[src/logic/i2c_event_pkg.sv]
`default_nettype none
package i2c_event_pkg;
	// ------------------------------------------------------------
	// Register map (byte addresses)
	// ------------------------------------------------------------
	localparam logic [3:0] ADDR_CTRL0  = 4'h0;
	localparam logic [3:0] ADDR_EVENTS = 4'h4;
	localparam logic [3:0] ADDR_STATUS = 4'h8;
	// ------------------------------------------------------------
	// bus_control_zero fields
	// ------------------------------------------------------------
	localparam int BIT_ACKDIS  = 7;
	localparam int BIT_INT_TIMING_SEL    = 6;
	localparam int BIT_ALF     = 5;
	localparam int BIT_ALE     = 4;
	localparam int BIT_SPF     = 3;
	localparam int BIT_SPE     = 2;
	localparam int BIT_WUF     = 1;
	localparam int BIT_WUE     = 0;
	localparam logic [7:0] CTRL0_RESET = 8'h00;
	// Events register: bits 0-1 write 1 pulses, bit 2 arms the RMW read; bit positions
	localparam int EVT_TDONE_CLR = 0;
	localparam int EVT_MSS_SET   = 1;
	localparam int EVT_RMW_READ  = 2;
	// Status register fields
	localparam int ST_TDONE   = 0;
	localparam int ST_BERR    = 1;
	localparam int ST_SCLHOLD = 2;
	localparam int ST_BITCNT  = 4;
	// ------------------------------------------------------------
	// AXI responses
	// ------------------------------------------------------------
	localparam logic [1:0] RESP_OKAY   = 2'h0;
	localparam logic [1:0] RESP_SLVERR = 2'h2;
	// Clocks of a byte
	localparam logic [3:0] CNT_EIGHTH = 4'h8;
	localparam logic [3:0] CNT_NINTH  = 4'h9;

	typedef struct packed {
		logic scl;
		logic sda;
	} pins_s;

	typedef struct packed {
		logic ackDisable;
		logic intTimingSel;
		logic arbLostFlag;
		logic arbLostIrqEn;
		logic stopDetectFlag;
		logic stopDetectIrqEn;
		logic wakeFlag;
		logic wakeEnable;
	} ctrl0_s;
endpackage : i2c_event_pkg
`default_nettype wire
[src/logic/i2c_event_flags.sv]
// The address map and the AXI4-Lite interface to the registers were left to the implementer.
`default_nettype none
// What this block does
// - Set done flag at clock eight or nine
// - Arbitration loss as master sets lost flag
// - Master select on busy bus sets lost
// - Lost cleared by zero-write when idle
// - Write zero clears flags; RMW reads one
// - Lost interrupt equals flag and enable
// - Valid STOP on busy bus sets flag
// - STOP interrupt equals flag and enable
// - START with wake enabled sets wake flag
// - Wake request when flag and enable
// - Wakeup acts only in stop or watch
// - Standby holds state; bus idle first
// - Standby entered busy gives error on START
// - Disabled or error forces three bits zero
// - Clearing done flag releases clock line
module i2c_event_flags (
	input  wire logic                 clk_sys,
	input  wire logic                 arst_n,
	input  wire logic [3:0]           s_axi_awaddr,
	input  wire logic                 s_axi_awvalid,
	output logic                      s_axi_awready,
	input  wire logic [31:0]          s_axi_wdata,
	input  wire logic [3:0]           s_axi_wstrb,
	input  wire logic                 s_axi_wvalid,
	output logic                      s_axi_wready,
	output logic [1:0]                s_axi_bresp,
	output logic                      s_axi_bvalid,
	input  wire logic                 s_axi_bready,
	input  wire logic [3:0]           s_axi_araddr,
	input  wire logic                 s_axi_arvalid,
	output logic                      s_axi_arready,
	output logic [31:0]               s_axi_rdata,
	output logic [1:0]                s_axi_rresp,
	output logic                      s_axi_rvalid,
	input  wire logic                 s_axi_rready,
	input  wire i2c_event_pkg::pins_s busPins,
	input  wire logic                 busBusy,
	input  wire logic                 masterMode,
	input  wire logic                 receiving,
	input  wire logic                 arbLostDetect,
	input  wire logic                 slaveAckSent,
	input  wire logic                 interfaceEnable,
	input  wire logic                 busErrorIn,
	input  wire logic                 standbyMode,
	output logic                      transferDone,
	output logic                      sclHoldLow,
	output logic                      busErrorReq,
	output logic                      arbLostIrq,
	output logic                      stopDetectIrq,
	output logic                      wakeIrq
);
	// ------------------------------------------------------------
	// State
	// ------------------------------------------------------------
	typedef struct packed {
		logic [2:0]            sclSync;
		logic [2:0]            sdaSync;
		logic                  sclQ;
		logic                  sdaQ;
		logic [3:0]            bitCnt;
		logic                  inFrame;
		i2c_event_pkg::ctrl0_s ctrl;
		logic                  tdone;
		logic                  ackSentSeen;
		logic                  busyAtStandby;
		logic                  berr;
		logic                  rmwNext;
		logic                  awHave;
		logic [3:0]            awAddr;
		logic                  wHave;
		logic [31:0]           wData;
		logic [3:0]            wStrb;
		logic                  bValid;
		logic [1:0]            bResp;
		logic                  rValid;
		logic [31:0]           rData;
		logic [1:0]            rResp;
	} state_s;

	state_s st_reg;
	state_s st_next;

	logic sclNow;
	logic sdaNow;
	logic sclRise;
	logic sclFall;
	logic startCond;
	logic stopCond;
	logic wrFire;
	logic wrCtrl;
	logic wrEvt;
	logic tdoneClear;
	logic mssWrite;
	logic forceZero;
	logic [7:0] ctrlRead;

	// ------------------------------------------------------------
	// Elaboration checks
	// ------------------------------------------------------------
	// The control byte is read back whole into the low data byte
	if ($bits(i2c_event_pkg::ctrl0_s) != 8) begin : g_ctrl_width
		$error("control byte is not eight bits");
	end
	// The eighth-clock compare looks one count below the eighth
	if (i2c_event_pkg::CNT_EIGHTH == 4'h0) begin : g_eighth_nonzero
		$error("eighth clock count must not be zero");
	end
	if (i2c_event_pkg::CNT_NINTH != i2c_event_pkg::CNT_EIGHTH + 4'h1) begin : g_ninth_follows
		$error("ninth clock count must follow the eighth");
	end
	// Bit count field must sit inside the returned status byte
	if (i2c_event_pkg::ST_BITCNT + 4 > 8) begin : g_status_fit
		$error("bit count does not fit the status byte");
	end
	// Register decode needs three distinct word addresses
	if (i2c_event_pkg::ADDR_CTRL0 == i2c_event_pkg::ADDR_EVENTS
			|| i2c_event_pkg::ADDR_EVENTS == i2c_event_pkg::ADDR_STATUS
			|| i2c_event_pkg::ADDR_CTRL0 == i2c_event_pkg::ADDR_STATUS) begin : g_addr_distinct
		$error("register addresses overlap");
	end

	always_comb begin
		// --------------------------------------------------------
		// Pin sampling: second and third stages must agree
		// --------------------------------------------------------
		sclNow = (st_reg.sclSync[2] == st_reg.sclSync[1]) ? st_reg.sclSync[1] : st_reg.sclQ;
		sdaNow = (st_reg.sdaSync[2] == st_reg.sdaSync[1]) ? st_reg.sdaSync[1] : st_reg.sdaQ;
		sclRise   = sclNow & ~st_reg.sclQ;
		sclFall   = ~sclNow & st_reg.sclQ;
		startCond = sclNow & st_reg.sclQ & st_reg.sdaQ & ~sdaNow;
		stopCond  = sclNow & st_reg.sclQ & ~st_reg.sdaQ & sdaNow;

		wrFire = st_reg.awHave & st_reg.wHave & ~st_reg.bValid;
		wrCtrl = wrFire & (st_reg.awAddr == i2c_event_pkg::ADDR_CTRL0) & st_reg.wStrb[0];
		wrEvt  = wrFire & (st_reg.awAddr == i2c_event_pkg::ADDR_EVENTS) & st_reg.wStrb[0];
		tdoneClear = wrEvt & st_reg.wData[i2c_event_pkg::EVT_TDONE_CLR];
		mssWrite   = wrEvt & st_reg.wData[i2c_event_pkg::EVT_MSS_SET];
		forceZero  = ~interfaceEnable | st_reg.berr;

		st_next = st_reg;
		// --------------------------------------------------------
		// Pin stages and level history
		// --------------------------------------------------------
		st_next.sclSync = {st_reg.sclSync[1:0], busPins.scl};
		st_next.sdaSync = {st_reg.sdaSync[1:0], busPins.sda};
		st_next.sclQ = sclNow;
		st_next.sdaQ = sdaNow;

		// --------------------------------------------------------
		// Bit counting within a byte
		// --------------------------------------------------------
		if (startCond) begin
			st_next.bitCnt  = 4'h0;
			st_next.inFrame = 1'b1;
		end else if (stopCond) begin
			st_next.inFrame = 1'b0;
		end else if (sclRise && st_reg.inFrame && !st_reg.tdone) begin
			st_next.bitCnt = (st_reg.bitCnt == i2c_event_pkg::CNT_NINTH) ? 4'h1
				: st_reg.bitCnt + 4'h1;
		end
		// Restart count on the byte after a completed one
		if (sclFall && st_reg.bitCnt == i2c_event_pkg::CNT_NINTH)
			st_next.bitCnt = 4'h0;

		// --------------------------------------------------------
		// Transfer-done flag
		// --------------------------------------------------------
		// Eighth-clock timing only while receiving data
		if (sclRise && st_reg.inFrame && !standbyMode) begin
			if (st_reg.bitCnt == i2c_event_pkg::CNT_EIGHTH - 4'h1 && receiving
					&& st_reg.ctrl.intTimingSel)
				st_next.tdone = 1'b1;
			else if (st_reg.bitCnt == i2c_event_pkg::CNT_EIGHTH)
				st_next.tdone = 1'b1;
		end
		if (tdoneClear && !(st_next.tdone && !st_reg.tdone))
			st_next.tdone = 1'b0;

		// --------------------------------------------------------
		// bus_control_zero writes and flags
		// --------------------------------------------------------
		if (wrCtrl) begin
			st_next.ctrl.ackDisable      = st_reg.wData[i2c_event_pkg::BIT_ACKDIS];
			st_next.ctrl.intTimingSel    = st_reg.wData[i2c_event_pkg::BIT_INT_TIMING_SEL];
			st_next.ctrl.arbLostIrqEn    = st_reg.wData[i2c_event_pkg::BIT_ALE];
			st_next.ctrl.stopDetectIrqEn = st_reg.wData[i2c_event_pkg::BIT_SPE];
			st_next.ctrl.wakeEnable      = st_reg.wData[i2c_event_pkg::BIT_WUE];
			if (!st_reg.wData[i2c_event_pkg::BIT_ALF] && !busBusy)
				st_next.ctrl.arbLostFlag = 1'b0;
			if (!st_reg.wData[i2c_event_pkg::BIT_SPF])
				st_next.ctrl.stopDetectFlag = 1'b0;
			if (!st_reg.wData[i2c_event_pkg::BIT_WUF])
				st_next.ctrl.wakeFlag = 1'b0;
		end
		if (tdoneClear)
			st_next.ctrl.arbLostFlag = 1'b0;

		// --------------------------------------------------------
		// Event flag sets
		// --------------------------------------------------------
		// Sets come last so they beat a simultaneous clear
		// Slave acknowledge counts until the bus goes idle
		if (slaveAckSent)
			st_next.ackSentSeen = 1'b1;
		else if (!busBusy)
			st_next.ackSentSeen = 1'b0;
		if (arbLostDetect && masterMode)
			st_next.ctrl.arbLostFlag = 1'b1;
		if (mssWrite && busBusy && !masterMode && !st_reg.ackSentSeen)
			st_next.ctrl.arbLostFlag = 1'b1;
		if (stopCond && busBusy && !standbyMode)
			st_next.ctrl.stopDetectFlag = 1'b1;
		if (startCond && st_reg.ctrl.wakeEnable && standbyMode)
			st_next.ctrl.wakeFlag = 1'b1;

		// --------------------------------------------------------
		// Standby and bus error
		// --------------------------------------------------------
		// Standby entered with the bus busy is remembered
		// Error request is a one-cycle pulse unless the external flag holds it
		if (!standbyMode)
			st_next.busyAtStandby = busBusy;
		if (startCond && standbyMode && st_reg.busyAtStandby)
			st_next.berr = 1'b1;
		else if (!busErrorIn)
			st_next.berr = 1'b0;
		if (busErrorIn)
			st_next.berr = 1'b1;

		// --------------------------------------------------------
		// Bits forced while off or in error
		// --------------------------------------------------------
		if (forceZero) begin
			st_next.ctrl.ackDisable   = 1'b0;
			st_next.ctrl.intTimingSel = 1'b0;
			st_next.ctrl.wakeEnable   = 1'b0;
		end

		// --------------------------------------------------------
		// AXI4-Lite slave
		// --------------------------------------------------------
		if (s_axi_awvalid && !st_reg.awHave) begin
			st_next.awHave = 1'b1;
			st_next.awAddr = s_axi_awaddr;
		end
		if (s_axi_wvalid && !st_reg.wHave) begin
			st_next.wHave = 1'b1;
			st_next.wData = s_axi_wdata;
			st_next.wStrb = s_axi_wstrb;
		end
		if (wrFire) begin
			st_next.awHave = 1'b0;
			st_next.wHave  = 1'b0;
			st_next.bValid = 1'b1;
			st_next.bResp  = (st_reg.awAddr == i2c_event_pkg::ADDR_CTRL0
				|| st_reg.awAddr == i2c_event_pkg::ADDR_EVENTS)
				? i2c_event_pkg::RESP_OKAY : i2c_event_pkg::RESP_SLVERR;
			if (wrEvt)
				st_next.rmwNext = st_reg.wData[i2c_event_pkg::EVT_RMW_READ];
		end
		if (st_reg.bValid && s_axi_bready)
			st_next.bValid = 1'b0;

		// --------------------------------------------------------
		// Read channel
		// --------------------------------------------------------
		// Flags read as one when a read-modify-write is armed
		ctrlRead = st_reg.ctrl;
		if (st_reg.rmwNext) begin
			ctrlRead[i2c_event_pkg::BIT_ALF] = 1'b1;
			ctrlRead[i2c_event_pkg::BIT_SPF] = 1'b1;
			ctrlRead[i2c_event_pkg::BIT_WUF] = 1'b1;
		end
		if (s_axi_arvalid && !st_reg.rValid) begin
			st_next.rValid = 1'b1;
			st_next.rResp  = i2c_event_pkg::RESP_OKAY;
			st_next.rData  = 32'h0;
			unique case (s_axi_araddr)
				i2c_event_pkg::ADDR_CTRL0: begin
					st_next.rData[7:0] = ctrlRead;
					st_next.rmwNext    = 1'b0;
				end
				i2c_event_pkg::ADDR_EVENTS: begin
					st_next.rData[i2c_event_pkg::EVT_RMW_READ] = st_reg.rmwNext;
				end
				i2c_event_pkg::ADDR_STATUS: begin
					st_next.rData[i2c_event_pkg::ST_TDONE]   = st_reg.tdone;
					st_next.rData[i2c_event_pkg::ST_BERR]    = st_reg.berr;
					st_next.rData[i2c_event_pkg::ST_SCLHOLD] = st_reg.tdone;
					st_next.rData[i2c_event_pkg::ST_BITCNT +: 4] = st_reg.bitCnt;
				end
				default: st_next.rResp = i2c_event_pkg::RESP_SLVERR;
			endcase
		end
		if (st_reg.rValid && s_axi_rready)
			st_next.rValid = 1'b0;
	end

	// Pin stages reset to the idle-high bus level: no false edge after reset
	always_ff @(posedge clk_sys or negedge arst_n) begin
		if (!arst_n) begin
			st_reg         <= '0;
			st_reg.sclSync <= 3'h7;
			st_reg.sdaSync <= 3'h7;
			st_reg.sclQ    <= 1'b1;
			st_reg.sdaQ    <= 1'b1;
			st_reg.ctrl    <= i2c_event_pkg::CTRL0_RESET;
		end else begin
			st_reg <= st_next;
		end
	end

	// ------------------------------------------------------------
	// Outputs
	// ------------------------------------------------------------
	assign s_axi_awready = ~st_reg.awHave;
	assign s_axi_wready  = ~st_reg.wHave;
	assign s_axi_bvalid  = st_reg.bValid;
	assign s_axi_bresp   = st_reg.bResp;
	assign s_axi_arready = ~st_reg.rValid;
	assign s_axi_rvalid  = st_reg.rValid;
	assign s_axi_rdata   = st_reg.rData;
	assign s_axi_rresp   = st_reg.rResp;
	assign transferDone  = st_reg.tdone;
	// Pin driver sits outside; the line stays held while done stands
	assign sclHoldLow    = st_reg.tdone;
	assign busErrorReq   = st_reg.berr;
	assign arbLostIrq    = st_reg.ctrl.arbLostFlag & st_reg.ctrl.arbLostIrqEn;
	assign stopDetectIrq = st_reg.ctrl.stopDetectFlag & st_reg.ctrl.stopDetectIrqEn;
	assign wakeIrq       = st_reg.ctrl.wakeFlag & st_reg.ctrl.wakeEnable;
endmodule : i2c_event_flags
`default_nettype wire

[config.mk]
export PLATFORM = sky130hd
export DESIGN_NAME = i2c_event_flags
export DESIGN_NICKNAME = d
export VERILOG_FILES = /design/src/logic/i2c_event_pkg.sv /design/src/logic/i2c_event_flags.sv
export SDC_FILE = /design/constraint.sdc
export NUM_CORES = 1
export LEC_CHECK = 0
export BUFFER_PORTS_ARGS = -buffer_cell sky130_fd_sc_hd__buf_2
export CORE_MARGIN = 1.5
export CORE_UTILIZATION = 25
export DETAILED_ROUTE_END_ITERATION = 10
export SETUP_SLACK_MARGIN = 0.05
export SYNTH_ARGS = -nofsm -noshare
export SYNTH_HDL_FRONTEND = slang
export SYNTH_SLANG_ARGS = --single-unit
[constraint.sdc]
create_clock -name clk_sys -period 1.4 [get_ports clk_sys]
set_input_delay 0.14 -clock clk_sys [delete_from_list [all_inputs] [get_ports clk_sys]]
set_output_delay 0.14 -clock clk_sys [all_outputs]
set_load 0.005 [all_outputs]
==> results.cfg, run 1 <==
[cells_and_area]
antenna_cells = 0
nFillCells = 1099
layout-drive-gt1-share = 0.399
areaGrowthSynthToFinish_pct = 22.2
final_area_um2 = 3180
seq_area_um2 = 1340
finalNonFillerCells = 439
nets = 363
largest_register_ffs = 30
multiInputGateArea_um2 = 1080

[detailed_routing]
wl_per_cell_um = 12.4
drc = 0
avgViaCountPerCell = 4.11
dr_total_vias = 1804
drt-total-wl_um = 5450
first_pass_iters = 4
drt_iter0_drc = 49
ant_nets = 0

[die]
ios = 108
die_w_um = 105
core_um2 = 10200
std_cell_rows = 37
start_util = 0.255
die_h_um = 105
dieArea_um2 = 11000

[cts]
clk_latency_ns = 0.30
htree_levels = 2
cts_sinks = 53
cts_tree = yes
ctsLongestPathBuffers = 2
numCtsBuffers = 5
clockRootBuffer = clkbuf_8
path_clk_slew_ns = 0.09

[worst_setup_path]
critical_path_class = reg -> reg
startpoint = st_next[105]
cp_max_fo = 4
r2r-end = st_reg[96]
cp-start-kind = register
critical_path_arrival_ns = 1.66
r2r_cells = 4
crit_path_end = st_reg[96]
r2r-start = st_next[105]
end_kind = register
r2r_slack_ns = -0.03
cp.required_ns = 1.64

[synth]
synth.cell_area_um2 = 2600
yosysSeqAreaShare = 0.513
synthDistinctLibCells = 44
synth_edf_count = 0
synthCells = 238
synthArstFlopShare = 1.00
synth_ff_type = dfrtp_1
yosysWarningCount = 0
syn_area_per_cell_um2 = 10.9
ys_ff_latch = 53

[global_route]
grt_max_degree = 44
track_usage = 0.101
grt_pass1_vias = 1704
grt_pass1_wl_um = 8700
overflow = 0
antenna_found_initial = 0

[timing]
setup_viol = 2
finalHoldViolCount = 0
post-route-min-period_ns = 1.43
slew_violations = 0
fin_ws_ns = -0.0253
fmax_mhz = 702
clock_skew_ns = 0.00519
fin_crit_sh = 1.02
rsz0062_at_grt = yes

[flow_run]
max_cap_violations = 0

[place]
place_inst = 424
placedInstanceArea_um2 = 2950
place_congestion = 0.861
hpwl_um = 4210
portBuffers = 54

[power_and_ir_drop]
powerDensity_nw_per_um2 = 1480
peakVddDrop_v = 0.000635
p_leak_nw = 1.50

[worst_hold_path]
hp-class = in -> reg

[run_status]
violations = negative setup slack
status = finished with violations
routing by layer:
| layer | GRT usage | part of all wire | up-vias |
|---|---|---|---|
| met5 | 0 | 0 | - |
| met4 | 0.0323 | 0.0094 | 0 |
| met3 | 0.0250 | 0.052 | 4 |
| met2 | 0.155 | 0.45 | 65 |
| met1 | 0.140 | 0.48 | 848 |
| li1 | - | - | 887 |
cell usage after synthesis (3+ instances only):
library cell	count	share of area
and2_1	3	0.0072
dfstp_2	8	0.081
mux2_2	11	0.048
nor3_1	4	0.0077
dfrtp_1	45	0.43
nand2_1	21	0.030
nor2_1	17	0.024
nand3_1	6	0.012
a21oi_1	9	0.017
o22ai_1	3	0.0072
inv_1	6	0.0086
o31ai_1	7	0.020
buf_4	39	0.11
buf_2	3	0.0058
mux2i_1	8	0.031
a21o_1	4	0.012
o21ai_1	4	0.0077
mux2_1	4	0.017
o21ai_0	4	0.0077
through the flow:
step                      worst slack [ns]  TNS (ns)  total power [mW]  utilization  hold WS (ns)
after detailed placement           -0.0408    -0.104              3.62        0.288        0.0323
final                              -0.0253   -0.0491              4.70        0.311        0.0357
after floorplan                     0.0142         0              3.13            -        -0.156
after global placement             -0.0335   -0.0507              3.57        0.288        0.0330
after CTS                          -0.0514    -0.108              4.74        0.308        0.0225
after global routing               -0.0944    -0.720              5.01        0.311        0.0280
worst min path at each step:
stage                    from  cells past startpoint        endpoint  slack, ns
2_1_floorplan          arst_n                      0     busErrorReq      -0.16
3_3_place_gp           arst_n                      1  s_axi_rdata[6]       0.03
3_5_place_dp           arst_n                      1  s_axi_rdata[7]       0.03
4_1_cts          s_axi_rready                      2    s_axi_rvalid       0.02
5_1_grt        s_axi_wdata[0]                      2      st_reg[42]       0.03
6_report         s_axi_rready                      2    s_axi_rvalid       0.04
report_power, final:
group,internal (mW),total (mW),leakage (nW),switching (mW)
Sequential,1.95,2.30,0.637,0.353
Clock,0.527,1.03,0.0518,0.499
Combinational,0.766,1.38,0.811,0.609
what timing repair did:
item | in CTS | in global routing
gates cloned | 0 | 0
setup endpoints to repair | 12 | 16
hold buffers | 4 | 0
pin swaps | 2 | 2
endpoints found under the hold margin | 13 | 0
buffers inserted | 2 | 1
resized for setup | 9 | 7
worst max-delay path, stage by stage (launching register included):
cell and delay (ns):
dfstp_2 0.57, nand4b_1 0.12, or4_4 0.45, xnor2_2 0.14, nor2_1 0.08
kinds of logic (layout without fill, tap and decap cells):
| group | Yosys count | in the layout | share of synthesized area |
|---|---|---|---|
| AO/OA/AOI/OAI | 40 | 40 | 0.104 |
| AND/OR/NAND/NOR | 69 | 69 | 0.148 |
| XOR/XNOR | 1 | 1 | 0.00625 |
| multiplexers | 23 | 23 | 0.0956 |
| flip-flops | 53 | 53 | 0.513 |
| buffers and inverters | 51 | 91 | 0.131 |
| other | 1 | 26 | 0.00144 |
cell usage in the layout (no fill, tap or decap), types with 3 or more instances in the layout:
cell type	n
a21o_1	4
a21oi_1	8
and2_1	3
buf_2	54
buf_4	15
clkbuf_8	5
conb_1	26
dfrtp_1	45
dfstp_2	8
dlygate4sd3_1	4
inv_1	6
mux2_2	11
mux2i_1	8
nand2_1	20
nand3_1	6
nor2_1	16
nor3_1	3
o21ai_0	4
o21ai_1	3
o22ai_1	3
o31ai_1	6
layout make-up:
class | count | share of cell area
Inverter | 7 | 0.00825
Clock buffer | 5 | 0.0216
Clock inverter | 3 | 0.0130
Tap cell | 136 | 0.0534
Sequential cell | 53 | 0.420
Multi-Input combinational cell | 159 | 0.338
Timing Repair Buffer | 76 | 0.146
No activity file was read; power rests on OpenSTA's default activity.
==> run 2, diff against run 1 <==
Clock period 1.4 ns to 1.3 ns, I/O delays scaled along.
==> run 2 against run 1 <==
Compared with the run above: the run still ends with negative setup slack left; combinational power grew 36%; fmax is essentially flat; highest routed layer unchanged; largest power group unchanged; clock skew grew 0.0072 ns; final cell count grew 2.5%; worst setup slack lost 0.10 ns; core utilization grew 1.6 points.
==> results.cfg, run 2 (synthesis gave the netlist of run 1 again) <==
[worst_hold_path]
min_from = s_axi_awaddr[0]
hp-class = in -> reg

[flow_run]
max_cap_violations = 0

[cts]
ctsLongestPathBuffers = 2
htree_levels = 2
clockRootBuffer = clkbuf_8
clk_latency_ns = 0.32
path_clk_slew_ns = 0.10
numCtsBuffers = 5
cts_sinks = 53
cts_tree = yes

[die]
die_w_um = 105
start_util = 0.255
core_um2 = 10200
dieArea_um2 = 11000
die_h_um = 105
std_cell_rows = 37
ios = 108

[global_route]
antenna_found_initial = 0
grt_max_degree = 27
grt_pass1_vias = 1889
grt_pass1_wl_um = 9570
overflow = 0
track_usage = 0.110

[timing]
clock_skew_ns = 0.0123
finalHoldViolCount = 0
post-route-min-period_ns = 1.42
fin_crit_sh = 1.10
rsz0062_at_grt = yes
fin_tns_setup_ns = -0.897
timing.hold.ws_ns = 0.0360
fmax_mhz = 702
fin_ws_ns = -0.125
setup_viol = 14
slew_violations = 0

[cells_and_area]
antenna_cells = 0
nets = 374
layout_common_cells = buf_2, dfrtp_1, conb_1, nand2_1, buf_4
layout-drive-gt1-share = 0.436
final_common_cell = buf_2
areaGrowthSynthToFinish_pct = 28.3
largest_register_ffs = 30
utilization = 0.327
nFillCells = 1083

[worst_setup_path]
cp_max_fo = 4
cpLargestDelayFamily = simple AND/OR/NAND/NOR gates
crit_chain = nand4b_1, or4_4, xnor2_2, nor2_1
crit_buf_inv = 0
cp.required_ns = 1.54
startpoint = st_next[105]
critical_path_arrival_ns = 1.67
cp-start-kind = register
crit_path_max_incr_delay_ns = 0.57
r2r_slack_ns = -0.12
end_kind = register
critical_path_class = reg -> reg
r2r-start = st_next[105]
crit_path_top_delay_cell = dfstp_2

[power_and_ir_drop]
powerDensity_nw_per_um2 = 1600
p_leak_nw = 1.60
peakVddDrop_v = 0.000693
power_mw = 5.34

[detailed_routing]
wl_per_cell_um = 12.9
drt-total-wl_um = 5810
drt_iter0_drc = 77
dr_total_vias = 1895
first_pass_iters = 4
drc = 0
ant_nets = 0
avgViaCountPerCell = 4.21

[run_status]
violations = negative setup slack
status = finished with violations

[place]
pre_cts_ws_ns = -0.131
hpwl_um = 4320
place_congestion = 0.786
portBuffers = 54
run 2: worst reg2reg max path, cell delays in order, from the launching register on:
cell and delay [ns]:
dfstp_2 0.57, nand4b_1 0.12, or4_4 0.44, xnor2_2 0.14
nor2_1 0.09
run 2: repair_timing:
item                                    in CTS  in global routing
gates resized for setup                     16                 17
pin swaps                                    8                  3
buffers inserted                             3                  0
cloned                                       0                  1
endpoints found under the setup margin      16                 28
hold buffers                                 5                  0
hold endpoints to repair                    13                  0
run 2: path summary, 6_finish.rpt:
kind                                   to  depth (start not counted)
min in group asynchronous  s_axi_rdata[6]                          2
min reg2reg                  st_next[102]                          0
max in group asynchronous      st_reg[80]                          3
min                            st_reg[75]                          2
max reg2reg                    st_reg[96]                          4
max                            st_reg[96]                          4
run 2: area by class of cell:
cell class	count	area [um2]	area share
clock buffers	7	86.3	0.0258
clock inverters	1	7.51	0.00225
inverters	7	26.3	0.00786
multi-input cells	159	1130	0.339
flip-flops and latches	53	1340	0.400
well taps	136	170	0.0509
repair buffers	87	582	0.174
run 2: power by group:
group | switching (mW) | internal, mW
clock network | 0.551 | 0.434
registers | 0.381 | 2.10
logic | 0.800 | 1.07
run 2: layer usage:
layer | global-route usage | vias up | routed length [um]
met3 | 0.0256 | 7 | 347
met1 | 0.151 | 904 | 2720
met5 | 0 | - | 0
li1 | - | 909 | -
met2 | 0.171 | 75 | 2670
met4 | 0.0372 | 0 | 76
run 2: stage by stage:
stage | instances | area (um2)
6_report | 450 | 3340
5_1_grt | 450 | 3340
4_1_cts | 449 | 3280
3_5_place_dp | 433 | 3050
3_3_place_gp | 433 | 3050
2_1_floorplan | 263 | 2720
